===== src/hw/dmarh_pkg.sv =====
/*
  Package for the DMA external request handshake block: channel count,
  synchroniser depth, count width, reset level and handshake state encoding.
  Assumes nothing beyond a SystemVerilog compiler.
*/
package dmarh_pkg;
  localparam int unsigned DMARH_NUM_CH    = 2;
  localparam int unsigned DMARH_SYNC_LEN  = 2;
  localparam int unsigned DMARH_CNT_W     = 16;
  localparam logic        DMARH_RST_LEVEL = 1'b0;

  typedef enum logic [1:0] {
    DMARH_IDLE  = 2'b00,
    DMARH_XFER  = 2'b01,
    DMARH_WDROP = 2'b11
  } dmarh_state_e;
endpackage : dmarh_pkg


===== src/hw/dmarh_channel.sv =====
/*
  One channel of the external request handshake: request qualification,
  transfer sequencing, request clear and last transfer flag.
  Assumes the request input is already synchronised to i_clk and the
  transfer engine acknowledges each transfer with a one-cycle done pulse.
*/
`timescale 1ns/10ps
`default_nettype none
module dmarh_channel
  import dmarh_pkg::*;
#(
  parameter int unsigned CNT_W = DMARH_CNT_W
) (
  input  wire logic             i_clk,
  input  wire logic             i_rst_n,
  input  wire logic             i_enable,
  input  wire logic             i_ext_type,
  input  wire logic             i_burst,
  input  wire logic [CNT_W-1:0] i_xfer_count,
  input  wire logic             i_req_sync,
  input  wire logic             i_xfer_done,
  output logic                  o_xfer_start,
  output logic                  o_request_clear,
  output logic                  o_last_xfer_flag,
  output logic                  o_block_done
);
  dmarh_state_e     state;
  logic [CNT_W-1:0] remain;
  logic             req_ok;
  logic             is_last;
  logic             drop_seen;

  // Request input is ignored unless the channel uses the external type
  assign req_ok  = i_enable && i_ext_type && i_req_sync;
  assign is_last = (remain == CNT_W'(1));

  always_ff @(posedge i_clk) begin
    if (!i_rst_n) begin
      state  <= DMARH_IDLE;
      remain <= '0;
    end else begin
      case (state)
        DMARH_IDLE: begin
          if (req_ok && (remain != '0)) begin
            state <= DMARH_XFER;
          end else if (remain == '0 && i_enable) begin
            remain <= i_xfer_count;
          end
        end
        DMARH_XFER: begin
          if (i_xfer_done) begin
            remain <= remain - CNT_W'(1);
            if (!i_burst) begin
              // Every steal transfer, the last one too, waits for the withdraw;
              // a drop already seen during the transfer counts, else it is lost
              state <= (drop_seen || !i_req_sync) ? DMARH_IDLE : DMARH_WDROP;
            end else if (is_last) begin
              state <= DMARH_IDLE;
            end else begin
              state <= DMARH_XFER;
            end
          end
        end
        DMARH_WDROP: begin
          if (!i_req_sync) begin
            state <= DMARH_IDLE;
          end
        end
        default: state <= DMARH_IDLE;
      endcase
    end
  end

  // Remember a withdraw seen mid-transfer so a quick device is not missed
  always_ff @(posedge i_clk) begin
    if (!i_rst_n) begin
      drop_seen <= 1'b0;
    end else if (state == DMARH_XFER && !i_req_sync) begin
      drop_seen <= 1'b1;
    end else if (state == DMARH_IDLE) begin
      drop_seen <= 1'b0;
    end
  end

  // Transfer start pulse: entry into a transfer, or the next burst beat
  always_ff @(posedge i_clk) begin
    if (!i_rst_n) begin
      o_xfer_start <= 1'b0;
    end else begin
      o_xfer_start <= (state == DMARH_IDLE && req_ok && remain != '0) ||
                      (state == DMARH_XFER && i_xfer_done && i_burst && !is_last);
    end
  end

  always_ff @(posedge i_clk) begin
    if (!i_rst_n) begin
      o_request_clear  <= DMARH_RST_LEVEL;
      o_last_xfer_flag <= DMARH_RST_LEVEL;
    end else begin
      o_request_clear  <= 1'b0;
      o_last_xfer_flag <= 1'b0;
      if (state == DMARH_IDLE && req_ok && remain != '0) begin
        // Cycle steal clears every transfer; burst only on the last one
        o_request_clear  <= !i_burst || is_last;
        o_last_xfer_flag <= is_last;
      end else if (state == DMARH_XFER && i_xfer_done && i_burst &&
                   remain == CNT_W'(2)) begin
        o_request_clear  <= 1'b1;
        o_last_xfer_flag <= 1'b1;
      end
    end
  end

  always_ff @(posedge i_clk) begin
    if (!i_rst_n) begin
      o_block_done <= 1'b0;
    end else begin
      o_block_done <= (state == DMARH_XFER) && i_xfer_done && is_last;
    end
  end
endmodule : dmarh_channel
`default_nettype wire


===== src/hw/dmarh_top.sv =====
/*
  Two-channel pin-level request handshake of the DMA controller.
  Assumes request pins are asynchronous level inputs from external devices
  and a transfer engine that answers each start with a done pulse.
*/
`timescale 1ns/10ps
`default_nettype none
module dmarh_top
  import dmarh_pkg::*;
#(
  parameter int unsigned CNT_W    = DMARH_CNT_W,
  parameter int unsigned SYNC_LEN = DMARH_SYNC_LEN
) (
  input  wire logic             i_clk,
  input  wire logic             i_rst_n,
  input  wire logic             i_ch0_xfer_request,
  input  wire logic             i_ch1_xfer_request,
  input  wire logic             i_ch0_enable,
  input  wire logic             i_ch1_enable,
  input  wire logic             i_ch0_ext_type,
  input  wire logic             i_ch1_ext_type,
  input  wire logic             i_ch0_burst,
  input  wire logic             i_ch1_burst,
  input  wire logic [CNT_W-1:0] i_ch0_xfer_count,
  input  wire logic [CNT_W-1:0] i_ch1_xfer_count,
  input  wire logic             i_ch0_xfer_done,
  input  wire logic             i_ch1_xfer_done,
  output logic                  o_ch0_xfer_start,
  output logic                  o_ch1_xfer_start,
  output logic                  o_ch0_request_clear,
  output logic                  o_ch1_request_clear,
  output logic                  o_ch0_last_xfer_flag,
  output logic                  o_ch1_last_xfer_flag,
  output logic                  o_ch0_block_done,
  output logic                  o_ch1_block_done
);
  logic [DMARH_NUM_CH-1:0] req_raw;
  logic [DMARH_NUM_CH-1:0] req_sync;
  logic [DMARH_NUM_CH-1:0] en;
  logic [DMARH_NUM_CH-1:0] ext;
  logic [DMARH_NUM_CH-1:0] burst;
  logic [DMARH_NUM_CH-1:0] done;
  logic [DMARH_NUM_CH-1:0] start;
  logic [DMARH_NUM_CH-1:0] clr;
  logic [DMARH_NUM_CH-1:0] last;
  logic [DMARH_NUM_CH-1:0] bdone;
  logic [CNT_W-1:0]        count [DMARH_NUM_CH];
  logic [SYNC_LEN-1:0]     sync_chain [DMARH_NUM_CH];

  assign req_raw  = {i_ch1_xfer_request, i_ch0_xfer_request};
  assign en       = {i_ch1_enable, i_ch0_enable};
  assign ext      = {i_ch1_ext_type, i_ch0_ext_type};
  assign burst    = {i_ch1_burst, i_ch0_burst};
  assign done     = {i_ch1_xfer_done, i_ch0_xfer_done};
  assign count[0] = i_ch0_xfer_count;
  assign count[1] = i_ch1_xfer_count;

  for (genvar c = 0; c < DMARH_NUM_CH; c++) begin : g_ch
    // Extra latency is traded for metastability margin on the pins
    always_ff @(posedge i_clk) begin
      if (!i_rst_n) begin
        sync_chain[c] <= '0;
      end else begin
        sync_chain[c] <= {sync_chain[c][SYNC_LEN-2:0], req_raw[c]};
      end
    end
    assign req_sync[c] = sync_chain[c][SYNC_LEN-1];

    dmarh_channel #(
      .CNT_W (CNT_W)
    ) u_chan (
      .i_clk            (i_clk),
      .i_rst_n          (i_rst_n),
      .i_enable         (en[c]),
      .i_ext_type       (ext[c]),
      .i_burst          (burst[c]),
      .i_xfer_count     (count[c]),
      .i_req_sync       (req_sync[c]),
      .i_xfer_done      (done[c]),
      .o_xfer_start     (start[c]),
      .o_request_clear  (clr[c]),
      .o_last_xfer_flag (last[c]),
      .o_block_done     (bdone[c])
    );
  end

  // Channel outputs are already flops; these are pure renames
  assign o_ch0_xfer_start     = start[0];
  assign o_ch1_xfer_start     = start[1];
  assign o_ch0_request_clear  = clr[0];
  assign o_ch1_request_clear  = clr[1];
  assign o_ch0_last_xfer_flag = last[0];
  assign o_ch1_last_xfer_flag = last[1];
  assign o_ch0_block_done     = bdone[0];
  assign o_ch1_block_done     = bdone[1];
endmodule : dmarh_top
`default_nettype wire


===== config.mk =====
export PLATFORM = sky130hd
export DESIGN_NAME = dmarh_top
export DESIGN_NICKNAME = d
export VERILOG_FILES = /design/src/hw/dmarh_pkg.sv /design/src/hw/dmarh_channel.sv /design/src/hw/dmarh_top.sv
export SDC_FILE = /design/constraint.sdc
export NUM_CORES = 1
export LEC_CHECK = 0
export BUFFER_PORTS_ARGS = -buffer_cell sky130_fd_sc_hd__buf_2
export CAP_MARGIN = 15
export CORE_MARGIN = 2
export CORE_UTILIZATION = 56
export DETAILED_ROUTE_END_ITERATION = 6
export PLACE_DENSITY = 0.76
export RECOVER_POWER = 100
export SYNTH_ARGS = -nofsm -noshare
export SYNTH_HDL_FRONTEND = slang
export SYNTH_SLANG_ARGS = --single-unit

===== constraint.sdc =====
create_clock -name i_clk -period 2.8 [get_ports i_clk]
set_input_delay 0.42 -clock i_clk [delete_from_list [all_inputs] [get_ports i_clk]]
set_output_delay 0.42 -clock i_clk [all_outputs]
set_load 0.005 [all_outputs]

# Yosys cells after proc, flatten, opt, wreduce, memory -nomap -nowiden

Memories as Yosys holds them, arrays and structs flattened.
Cells that the tools add are included.

Memory bits (writable): 4
Flip-flop bits (word level): 46
Output and inout bits: 8
Bits of input ports: 44
Word-level logic and storage cells: 123
Memories kept: 1

Memory list:

| memory     | words | width | rd ports | clocked after Yosys merged registers in | write ports | RTL line        | RTL |
|---|---|---|---|---|---|---|---|
| sync_chain | 2     | 2     | 2        | 0                                       | 2           | dmarh_top.sv:48 | `logic [SYNC_LEN-1:0] sync_chain [DMARH_NUM_CH];` |

Multiplexer cells: 36
Equality and inequality tests: 18
Reduce and logical (&&, ||, !) cells: 50
Bitwise logic cells: 2
Add/subtract/negate cells: 2

Operators by type and width:

| cell                    | count |
|---|---|
| $mux W16                | 6 |
| $pmux W16 S2            | 2 |
| $eq A16 B1 Y1 const B   | 2 |
| $eq A16 B2 Y1 const B   | 2 |
| $logic_not A16 Y1       | 2 |
| $reduce_bool A16 Y1     | 2 |
| $sub A16 B1 Y16 const B | 2 |
| $logic_and A1 B1 Y1     | 24 |
| $mux W2                 | 12 |
| $mux W1                 | 14 |
| $ne A2 B2 Y1 const B    | 6 |
| $pmux W2 S3             | 2 |
| $ne A2 B1 Y1 const B    | 4 |
| $reduce_and A4 Y1       | 2 |
| $reduce_bool A2 Y1      | 4 |
| $logic_not A1 Y1        | 6 |
| $logic_or A1 B1 Y1      | 6 |
| $reduce_and A3 Y1       | 2 |
| $eq A2 B1 Y1 const B    | 2 |
| $eq A2 B2 Y1 const B    | 2 |
| $logic_not A2 Y1        | 2 |
| $or A1 B1 Y1            | 2 |

# Longest topological paths before layout

Gate-level depths: netlist (run 1).
An unclocked memory read counts as a cell.

Depth after elaboration: 7
Depth in mapped cells: 8
Mapped depth without buffers: 7

# Modules after synthesis

From an unflattened synthesis (run 1), not the netlist that was laid out.

Cell total of the unflattened synthesis: 376
Area total of the unflattened synthesis: 3010.4 um^2

Modules (own cells, without submodules):

| module                          | times used | area an instance (um^2) | cells each | seq. area each (um^2) |
|---|---|---|---|---|
| dmarh_channel at g_ch[0].u_chan | 1          | 1456.4                  | 184        | 460.4 |
| dmarh_channel at g_ch[1].u_chan | 1          | 1448.9                  | 184        | 460.4 |
| dmarh_top                       | 1          | 105.1                   | 8          | 80.1 |

# Worst setup path before layout (run 1)

Ideal clock, no wire load.

Path type: reg2reg
Start point: reg g_ch[1].u_chan.remain[0]
End point: reg g_ch[1].u_chan.remain[5]
Period minus slack after synthesis: 2.044 ns
Required time: 2.684 ns
Arrival: 1.929 ns
Library setup time: 0.116 ns
Path slack: 0.756 ns
Stages on the path, launching flop included: 9
Path buffers: 1
Cells stage by stage: dfxtp_1 > inv_1 > ha_1 > or3b_2 > nor2_4 > a41o_2 > buf_6 > a21oi_2 > a31o_1

Word-level cells in the longest chain between the ends: 4
Elaborated cells between the ends (all ways): 10
Classes of those cells: 1 x add/sub; 2 x eq/ne; 2 x mux; 5 x reduce/logical

Ends and longest elaborated chain:

| what                                                                    | RTL line            | RTL |
|---|---|---|
| start: declaration                                                      | dmarh_channel.sv:28 | `logic [CNT_W-1:0] remain;` |
| start signal: assignment                                                | dmarh_channel.sv:47 | `remain <= i_xfer_count;` |
| start signal: assignment                                                | dmarh_channel.sv:52 | `remain <= remain - CNT_W'(1);` |
| parallel branches: the longest is 4 deep, another holds $sub A16 B1 Y16 | --                  |  |

Parallel ways; which one is timed is not known. The select of a mux whose other input is x is not followed.
A chain may end at the register's enable or synchronous reset.

# Worst setup path in the final report (run 1)

Start point: reg g_ch[1].u_chan.remain[0]
End point: reg g_ch[1].u_chan.remain[1]

The elaborated chain is that of the path after synthesis.

==> results of run 1 <==
-- cells in the final DEF (no fill, tap or decap), types with 8 or more instances in the layout --
cell / synthesis / routed
sky130_fd_sc_hd__nand2_1: 54 / 54
sky130_fd_sc_hd__nor4_1: 7 / 8
sky130_fd_sc_hd__a21boi_0: 8 / 13
sky130_fd_sc_hd__dfxtp_1: 50 / 50
sky130_fd_sc_hd__nor2_1: 29 / 29
sky130_fd_sc_hd__o21ai_0: 20 / 22
sky130_fd_sc_hd__o21ai_1: 11 / 9
sky130_fd_sc_hd__buf_4: 0 / 8
sky130_fd_sc_hd__a21oi_1: 25 / 25
sky130_fd_sc_hd__nor3_1: 9 / 9
sky130_fd_sc_hd__nand3_1: 19 / 19
sky130_fd_sc_hd__buf_2: 4 / 48
sky130_fd_sc_hd__inv_1: 8 / 8
-- registers in the layout, indices dropped and copies added, names as in the netlist --
signal,cells
g_ch.u_chan.o_block_done,2
g_ch.u_chan.o_xfer_start,2
g_ch.u_chan.o_last_xfer_flag,2
sync_chain,4
g_ch.u_chan.o_request_clear,2
g_ch.u_chan.drop_seen,2
g_ch.u_chan.state,4
g_ch.u_chan.remain,32
-- layout make-up --
class                      count  area, sq um  share of cell area
timing repair buffer          60          315              0.0920
tap                           70         87.6              0.0256
multi-input combinational    301         1870               0.546
inverter                       8         30.0             0.00877
clock inverter                 2         38.8              0.0113
sequential                    50         1000               0.292
clock buffer                   6         82.6              0.0241
-- worst paths after layout --
path / start / slack [ns] / to
setup / recovery: g_ch[1].u_chan.remain[0]$_SDFFE_PN0P_ / 0.37 / g_ch[1].u_chan.remain[1]$_SDFFE_PN0P_
hold / removal: i_ch1_xfer_request / 0.31 / sync_chain[1][0]$_SDFF_PN0_
setup reg to reg: g_ch[1].u_chan.remain[0]$_SDFFE_PN0P_ / 0.37 / g_ch[1].u_chan.remain[1]$_SDFFE_PN0P_
hold reg to reg: sync_chain[0][0]$_SDFF_PN0_ / 0.45 / sync_chain[0][1]$_SDFF_PN0_
-- report_power, final --
group / switching, mW / internal, mW
Clock: 0.257 / 0.294
Sequential: 0.185 / 0.862
Combinational: 1.29 / 0.735
Total: 1.73 / 1.89
-- layer usage --
metal	wire length, um	GRT usage	vias to the layer above
li1	-	-	1493
met1	3180	0.322	1366
met2	3640	0.409	106
met3	400	0.0395	9
met4	85	0.0807	0
met5	0	0	-
-- stage by stage --
| step | hold WS (ns) | worst slack, ns | cells |
|---|---|---|---|
| after floorplan | 0.412 | 0.756 | 388 |
| after global placement | 0.415 | 0.472 | 489 |
| after detailed placement | 0.419 | 0.410 | 489 |
| after CTS | 0.298 | 0.386 | 497 |
| after global routing | 0.303 | 0.150 | 497 |
| final | 0.309 | 0.374 | 497 |
-- logic make-up (layout without fill, tap and decap cells) --
kind of cell | after synthesis | after routing | share of synthesized area
simple gates | 165 | 165 | 0.286
compound gates | 129 | 129 | 0.301
flops | 50 | 50 | 0.327
buf+inv | 37 | 76 | 0.0596
fa+ha+maj | 6 | 6 | 0.0245
xor+xnor | 1 | 1 | 0.00286
==> run summary, run 1 <==
=============================================================================
Relative slew slack                                                    -0.448
Synthesized area per cell                                          7.90 sq um
Chip Width                                                            78.0 um
Violated checks                                                  max-capacitance violations, max-slew violations
CP delay by family, top                                          compound AO/OA/AOI/OAI gates
Clock buffer count from CTS                                                 5
Post-synthesis cell area                                           3070 sq um
Initial cell density of the core                                        0.589
Final count of pins violating max slew                                     56
Category of the most critical setup path                           reg -> reg
Ratio of cells with drive above 1 in the final layout                   0.201
Status                                                           finished, violations left
Final Cycle Share                                                       0.867
Clock H-tree levels                                                         2
Utilization after layout                                                0.658
Total number of nets in the final design                                  476
Max Freq                                                              412 MHz
First-pass GRT wire length                                           12200 um
Commonest cells post-synth                                       sky130_fd_sc_hd__nand2_1, sky130_fd_sc_hd__dfxtp_1, sky130_fd_sc_hd__nor2_1, sky130_fd_sc_hd__a21oi_1, sky130_fd_sc_hd__o21ai_0
Hold Path Cell Cnt                                                          2
Final standard cell area without fillers                           3430 sq um
Static leakage power                                                  1.38 nW
Number of synthesis warnings                                                0
Max incr delay on CP                                                  0.54 ns
Final hold vios                                                             0
Vias                                                                     2974
Min Tclk post-route                                                   2.43 ns
CTS tree                                                                built
Number of buffers inserted by post-CTS setup repair                         0
Area share of the leading cell type in the synthesized netlist          0.327
Average wire per cell in the routed design                            14.7 um
Number of detailed-route iterations in the first pass                       5
Number of input and output port buffers inserted                           51
Largest net degree at the start of global routing                          56
Kind of launch point of the worst setup path                             flop
Cell-by-cell listing of the critical path                        inv_1 > ha_1 > or3b_2 > nor2_4 > a41oi_4 > a211oi_1 > a211oi_2
Worst setup EP type                                                      flop
Gpl congestion                                                          0.867
Fin Clk Skew                                                        0.0138 ns
Final TNS setup                                                          0 ns
Via density per instance                                                 5.98
Diodes inserted                                                             0
CTS Root Cell                                                    sky130_fd_sc_hd__clkbuf_8
Number of ports placed on the die boundary                                 52
Slowest cell on the critical path                                sky130_fd_sc_hd__or3b_2
Top cells by area in the synthesized netlist                     sky130_fd_sc_hd__dfxtp_1, sky130_fd_sc_hd__nand2_1, sky130_fd_sc_hd__a21oi_1
Clock-pin slew on the worst setup and hold paths                      0.10 ns
Total power divided by cell area                                 1060 nW/um^2
Count of distinct cell types in the synthesized netlist                    66
Top cell type by total area after synthesis                      sky130_fd_sc_hd__dfxtp_1
Ys async rst share                                                          0
Antenna violations before repair                                            0
Number of nets in the synthesized netlist                                 438
Vias in the first global route                                           2663
Floorplan core area                                                5200 sq um
Post-route total power                                                3.62 mW
Predominant post-synthesis flop cell                             sky130_fd_sc_hd__dfxtp_1
Total wirelength of the detailed-routed design                        7300 um
Most frequent cell after synthesis                               sky130_fd_sc_hd__nand2_1
Required arrival time at the worst endpoint                           2.98 ns
Remaining Overflow, GRT                                                     0
Fraction of the yosys area taken by sequential cells                    0.327
Global router's overall resource usage                                  0.245
Register bit total from synthesis                                          50
Number of synthesized flops with an enable pin                              0
Least-Margin Pin Slew                                                 2.17 ns
Gate count after technology mapping                                       388
RSZ-0062 raised after global routing                                       no
Arr. time, crit path                                                  2.61 ns
DRC marker count from the first detailed-route iteration                  171
Type of the most critical hold path                                 in -> reg
Die Footprint                                                      6080 sq um
Vertical extent of the die                                            78.0 um
Post-synthesis to final-layout area growth                              11.8%
Insertion delay to the later sink of the worst-skew pair              0.31 ns
Filler Cell Count                                                         472
Final setup fails                                                           0
Num Clock Sinks                                                            50
Worst-case vdd ir drop                                               0.658 mV
Longest Clk Path Bufs                                                       2
Worst-path fanout max                                                      18
Count of unresolved DRC violations after routing                            0
Std cell rows                                                              26
Number of violations of the max-capacitance limit                           1
Number of buffers added to fix hold violations after cts                    0
Cell area after placement                                          3320 sq um
Logic depth of the worst register-to-register path                          7
Resized cells post-CTS                                                      0
Crit path buffers/inverters                                                 1
Antenna-violating nets left                                                 0
Number of cells on the critical path                                        7
HPWL Detailed                                                         5210 um
=============================================================================
Note: power is estimated with default switching activity, not from simulation.
==> run 2, diff against run 1 <==
--- a/config.mk
+++ b/config.mk
@@ -5,6 +5,7 @@
 export SDC_FILE = /design/constraint.sdc
 export NUM_CORES = 1
 export LEC_CHECK = 0
+export ABC_CLOCK_PERIOD_IN_PS = 2800
 export BUFFER_PORTS_ARGS = -buffer_cell sky130_fd_sc_hd__buf_2
 export CAP_MARGIN = 15
 export CORE_MARGIN = 2
==> constraint.sdc (replaced) <==
create_clock -name i_clk -period 2.8 [get_ports i_clk]
set_input_delay 0.14 -clock i_clk [delete_from_list [all_inputs] [get_ports i_clk]]
set_output_delay 0.14 -clock i_clk [all_outputs]
set_load 0.005 [all_outputs]
==> run summary, run 2 (synthesized netlist as in run 1, its figures left out) <==
=====================================================================================
RSZ-0062 raised after global routing                                               no
Count of unresolved DRC violations after routing                                    0   unchanged
Final setup fails                                                                   0   unchanged
Worst slack on hold paths                                                   0.0302 ns   -0.279 ns
Clock-pin slew on the worst setup and hold paths                              0.10 ns   about the same
Total wirelength of the detailed-routed design                                7280 um   -0.37%
Average wire per cell in the routed design                                    14.6 um   -0.37%
Floorplan core area                                                        5200 sq um   unchanged
Static leakage power                                                          1.38 nW   about the same
Registers with the most flip-flops                                       g_ch.u_chan.remain (32), g_ch.u_chan.state (4), sync_chain (4)
Least-Margin Pin Slew                                                         2.13 ns   -0.0458 ns
Final standard cell area without fillers                                   3420 sq um   -0.22%
CTS tree                                                                        built
Worst-path fanout max                                                              18   unchanged
Clock H-tree levels                                                                 2   unchanged
Chip Width                                                                    78.0 um   unchanged
Type of the most critical hold path                                         in -> reg
Relative slew slack                                                            -0.418   +0.0305
Total power divided by cell area                                         1060 nW/um^2   -0.13%
Status                                                                   finished, violations left
Longest Clk Path Bufs                                                               2   unchanged
Ratio of cells with drive above 1 in the final layout                           0.199   -0.00234
Resized cells post-CTS                                                              0   unchanged
Number of buffers inserted by post-CTS setup repair                                 0   unchanged
Biggest register                                                         g_ch.u_chan.remain
Gpl congestion                                                                  0.867   unchanged
Std cell rows                                                                      26   unchanged
Number of detailed-route iterations in the first pass                               5   unchanged
Final count of pins violating max slew                                             56   unchanged
HPWL Detailed                                                                 5210 um   unchanged
Min Tclk post-route                                                           2.42 ns   -0.00315 ns
Final Cycle Share                                                               0.865   -0.00112
Number of violations of the max-capacitance limit                                   1   unchanged
Remaining Overflow, GRT                                                             0   unchanged
Number of input and output port buffers inserted                                   51   unchanged
Final hold vios                                                                     0   unchanged
Insertion delay to the later sink of the worst-skew pair                      0.31 ns   about the same
Post-route worst setup slack                                                 0.377 ns   +0.00315 ns
Required arrival time at the worst endpoint                                   2.98 ns   about the same
Worst-case setup slack after placement                                       0.410 ns   unchanged
Post-route total power                                                        3.61 mW   -0.35%
Number of ports placed on the die boundary                                         52   unchanged
Arr. time, crit path                                                          2.60 ns   about the same
Vias in the first global route                                                   2663   unchanged
Vias                                                                             2957   -0.57%
Cell area after placement                                                  3320 sq um   unchanged
Antenna-violating nets left                                                         0   unchanged
Final TNS setup                                                                  0 ns   unchanged
Diodes inserted                                                                     0   unchanged
Category of the most critical setup path                                   reg -> reg
Worst-case vdd ir drop                                                       0.662 mV   +0.60%
Worst setup EP type                                                              flop
Number of buffers added to fix hold violations after cts                            0   unchanged
First-pass GRT wire length                                                   12200 um   unchanged
Post-synthesis to final-layout area growth                                      11.5%
Clock buffer count from CTS                                                         5   unchanged
Most frequent cells in the layout                                        sky130_fd_sc_hd__nand2_1, sky130_fd_sc_hd__dfxtp_1, sky130_fd_sc_hd__buf_2, sky130_fd_sc_hd__nor2_1, sky130_fd_sc_hd__o21ai_0
Num Clock Sinks                                                                    50   unchanged
Fin Clk Skew                                                                0.0103 ns   -0.00348 ns
Total number of nets in the final design                                          476   unchanged
Via density per instance                                                         5.95   -0.57%
Initial cell density of the core                                                0.589   unchanged
Violated checks                                                          max-capacitance violations, max-slew violations
Antenna violations before repair                                                    0   unchanged
Hold Path Cell Cnt                                                                  2   unchanged
Max Freq                                                                      413 MHz   +0.13%
Die Footprint                                                              6080 sq um   unchanged
Kind of launch point of the worst setup path                                     flop
Logic depth of the worst register-to-register path                                  7   unchanged
CTS Root Cell                                                            sky130_fd_sc_hd__clkbuf_8
Largest net degree at the start of global routing                                  56   unchanged
Vertical extent of the die                                                    78.0 um   unchanged
Most frequent standard cell in the layout excluding fill and tap cells   sky130_fd_sc_hd__nand2_1
DRC marker count from the first detailed-route iteration                          153   -11%
Flip-flop count of the largest register after layout                               32   unchanged
Global router's overall resource usage                                          0.245   unchanged
=====================================================================================
==> run 2: per-layer routing <==
| metal | vias up | share of wire | GRT usage |
|---|---|---|---|
| met5 | - | 0 | 0 |
| met4 | 0 | 0.014 | 0.0807 |
| met3 | 11 | 0.052 | 0.0395 |
| met2 | 105 | 0.49 | 0.409 |
| met1 | 1348 | 0.44 | 0.322 |
| li1 | 1493 | - | - |
==> run 2: critical path, stage by stage, from the launching register on <==
cell	delay, ns
sky130_fd_sc_hd__dfxtp_1	0.36
sky130_fd_sc_hd__inv_1	0.14
sky130_fd_sc_hd__ha_1	0.24
sky130_fd_sc_hd__or3b_2	0.54
sky130_fd_sc_hd__nor2_4	0.22
sky130_fd_sc_hd__a41oi_4	0.33
sky130_fd_sc_hd__a211oi_1	0.37
sky130_fd_sc_hd__a211oi_2	0.08
==> run 2: cell type report <==
type	instances	area, sq um
well taps	70	87.6
repair buffers	60	319
clock buffers	6	82.6
clock inverters	2	38.8
flip-flops and latches	50	1000
multi-input cells	301	1860
fillers	474	1790
inverters	8	30.0
==> run 2: report_power, final <==
part | switching [mW] | leakage (nW) | total (mW) | internal, mW
clock network | 0.256 | 0.0618 | 0.550 | 0.294
logic | 1.29 | 0.909 | 2.02 | 0.726
registers | 0.178 | 0.407 | 1.04 | 0.862
==> run 2: final timing paths <==
check                                                      startpoint                               endpoint  slack (ns)
worst max-delay path            g_ch[1].u_chan.remain[0]$_SDFFE_PN0P_  g_ch[1].u_chan.remain[1]$_SDFFE_PN0P_        0.38
worst min-delay path                               i_ch1_xfer_request            sync_chain[1][0]$_SDFF_PN0_        0.03
worst max register to register  g_ch[1].u_chan.remain[0]$_SDFFE_PN0P_  g_ch[1].u_chan.remain[1]$_SDFFE_PN0P_        0.38
worst min register to register            sync_chain[1][0]$_SDFF_PN0_            sync_chain[1][1]$_SDFF_PN0_        0.45
==> run 2: stage by stage <==
step / utilization / cells
6_report: 0.657 / 497
5_1_grt: 0.657 / 497
4_1_cts: 0.662 / 497
3_5_place_dp: 0.638 / 489
3_3_place_gp: 0.638 / 489
2_1_floorplan: - / 388
==> run 3, diff against run 2 <==
--- a/config.mk
+++ b/config.mk
@@ -11,6 +11,7 @@
 export CORE_MARGIN = 2
 export CORE_UTILIZATION = 56
 export DETAILED_ROUTE_END_ITERATION = 6
+export GPL_TIMING_DRIVEN = 0
 export PLACE_DENSITY = 0.76
 export RECOVER_POWER = 100
 export SYNTH_ARGS = -nofsm -noshare
==> run summary, run 3 (synthesized netlist as in run 1, its figures left out) <==
=====================================================================================
Status                                                                   finished, violations left
Violated checks                                                          design-rule violations
Post-Route M1 WL                                                              3580 um   +11%
Number of violations of the max-capacitance limit                                   0   -1
Worst-case vdd ir drop                                                       0.499 mV   -25%
Filler Cell Count                                                                 470   -0.84%
Gpl congestion                                                                  0.937   +8.0%
Registers with the most flip-flops                                       g_ch.u_chan.remain (32), g_ch.u_chan.state (4), sync_chain (4)
Total met2 wirelength after detailed routing                                  4050 um   +13%
Ratio of cells with drive above 1 in the final layout                           0.191   -0.00848
Floorplan core area                                                        5200 sq um   unchanged
Vias in the first global route                                                   2917   +9.5%
Final count of pins violating max slew                                              0   -100%
Total wirelength of the detailed-routed design                                8410 um   +16%
CTS tree                                                                        built
Final setup fails                                                                   0   unchanged
Kind of launch point of the worst setup path                                     flop
Worst-case setup slack after placement                                       0.469 ns   +0.0592 ns
Worst-path fanout max                                                              10   -8
Utilization after layout                                                        0.669   +0.0118
Largest net degree at the start of global routing                                  17   -70%
First-pass GRT wire length                                                   13800 um   +13%
Worst slack on hold paths                                                   0.0264 ns   -0.00379 ns
Category of the most critical setup path                                   reg -> reg
Least-Margin Pin Slew                                                        0.740 ns   -1.39 ns
Slowest cell on the critical path                                        sky130_fd_sc_hd__nor4_1
Num Clock Sinks                                                                    50   unchanged
Post-synthesis to final-layout area growth                                      13.5%
Multi-input gate area in the final layout                                  1860 sq um   -0.13%
Clock buffer count from CTS                                                         5   unchanged
Std cell rows                                                                      26   unchanged
Required arrival time at the worst endpoint                                   2.99 ns   about the same
Number of detailed-route iterations in the first pass                               7   +2
Biggest register                                                         g_ch.u_chan.remain
Logic depth of the worst register-to-register path                                  7   unchanged
Longest Clk Path Bufs                                                               2   unchanged
Initial cell density of the core                                                0.589   unchanged
Final Cycle Share                                                               0.873   +0.00800
CTS Root Cell                                                            sky130_fd_sc_hd__clkbuf_8
Number of input and output port buffers inserted                                   50   -2.0%
Most frequent cells in the layout                                        sky130_fd_sc_hd__nand2_1, sky130_fd_sc_hd__buf_2, sky130_fd_sc_hd__dfxtp_1, sky130_fd_sc_hd__nor2_1, sky130_fd_sc_hd__a21oi_1
Remaining Overflow, GRT                                                             0   unchanged
Worst setup EP type                                                              flop
Static leakage power                                                          1.40 nW   +1.6%
Max incr delay on CP                                                          0.60 ns   +0.06 ns
Vias                                                                             3172   +7.3%
Hold Path Cell Cnt                                                                  2   unchanged
Insertion delay to the later sink of the worst-skew pair                      0.31 ns   about the same
Vertical extent of the die                                                    78.0 um   unchanged
Average wire per cell in the routed design                                    16.3 um   +11%
Die Footprint                                                              6080 sq um   unchanged
Storage element area                                                       1000 sq um   unchanged
DRC marker count from the first detailed-route iteration                          340   +120%
Met3 routed wirelength                                                         624 um   +66%
Final hold vios                                                                     0   unchanged
Number of buffers inserted by post-CTS setup repair                                 0   unchanged
Post-route worst setup slack                                                 0.355 ns   -0.0224 ns
Antenna-violating nets left                                                         0   unchanged
HPWL Detailed                                                                 6030 um   +16%
Most frequent standard cell in the layout excluding fill and tap cells   sky130_fd_sc_hd__nand2_1
Clock H-tree levels                                                                 2   unchanged
Min Tclk post-route                                                           2.45 ns   +0.0224 ns
Fin Clk Skew                                                                0.0108 ns   +0.000431 ns
Type of the most critical hold path                                         in -> reg
Count of unresolved DRC violations after routing                                    1   +1
Final TNS setup                                                                  0 ns   unchanged
Number of buffers added to fix hold violations after cts                            0   unchanged
Clock-pin slew on the worst setup and hold paths                              0.10 ns   about the same
Flip-flop count of the largest register after layout                               32   unchanged
Chip Width                                                                    78.0 um   unchanged
Cell-by-cell listing of the critical path                                or3_1 > buf_2 > nor4_1 > a41oi_4 > buf_6 > a21oi_1 > o21ai_0
Global router's overall resource usage                                          0.282   +0.0369
Arr. time, crit path                                                          2.64 ns   +0.04 ns
Top layer reached by signal wires                                                met4
Max Freq                                                                      409 MHz   -0.92%
Number of ports placed on the die boundary                                         52   unchanged
Relative slew slack                                                             0.502   +0.920
Resized cells post-CTS                                                              0   unchanged
Total number of nets in the final design                                          495   +4.0%
Antenna violations before repair                                                    0   unchanged
Via density per instance                                                         6.15   +3.3%
Total power divided by cell area                                         1060 nW/um^2   +0.26%
RSZ-0062 raised after global routing                                               no
Diodes inserted                                                                     0   unchanged
=====================================================================================
[run 3: cell types whose count changed in the layout (fill, tap and decap cells not counted), sizes merged]
cell | previous run | this run
clkbuf | 9 | 30
buf | 57 | 54
clkinv | 0 | 1
[run 3: layout make-up]
class / instances / share of cell area
multi-input cells: 301 / 0.534
flip-flops and latches: 50 / 0.288
repair buffers: 50 / 0.0708
plain buffers: 29 / 0.0417
well taps: 70 / 0.0252
clock buffers: 5 / 0.0198
clock inverters: 3 / 0.0126
inverters: 8 / 0.00863
[run 3: per-layer routing]
layer  vias up  global-route usage
met3        17              0.0442
met4         0              0.0965
met5         -                   0
met2       155               0.486
li1       1538                   -
met1      1462               0.358
[run 3: path summary, 6_finish.rpt]
kind	slack [ns]	startpoint	end
setup / recovery	0.35	g_ch[1].u_chan.remain[11]$_SDFFE_PN0P_	g_ch[1].u_chan.remain[4]$_SDFFE_PN0P_
hold / removal	0.03	i_ch1_xfer_request	sync_chain[1][0]$_SDFF_PN0_
setup reg to reg	0.35	g_ch[1].u_chan.remain[11]$_SDFFE_PN0P_	g_ch[1].u_chan.remain[4]$_SDFFE_PN0P_
hold reg to reg	0.46	sync_chain[0][0]$_SDFF_PN0_	sync_chain[0][1]$_SDFF_PN0_
[run 3: metrics by stage]
step,power [mW],cells,area [sq um]
3_5_place_dp,3.20,508,3400
5_1_grt,3.94,516,3480
3_3_place_gp,3.16,508,3400
6_report,3.68,516,3480
2_1_floorplan,2.70,388,3070
4_1_cts,3.74,516,3520
[run 3: worst max-delay path, delay by kind of cell, from the launching register on]
| family | cells | cell delay (ns) |
|---|---|---|
| compound gates | 3 | 0.57 |
| buf+inv | 2 | 0.41 |
| flops | 1 | 0.37 |
| simple gates | 2 | 0.97 |
[run 3: power by group]
part           internal [mW]  switching [mW]
sequential             0.862           0.176
combinational          0.764            1.34
clock                  0.269           0.267
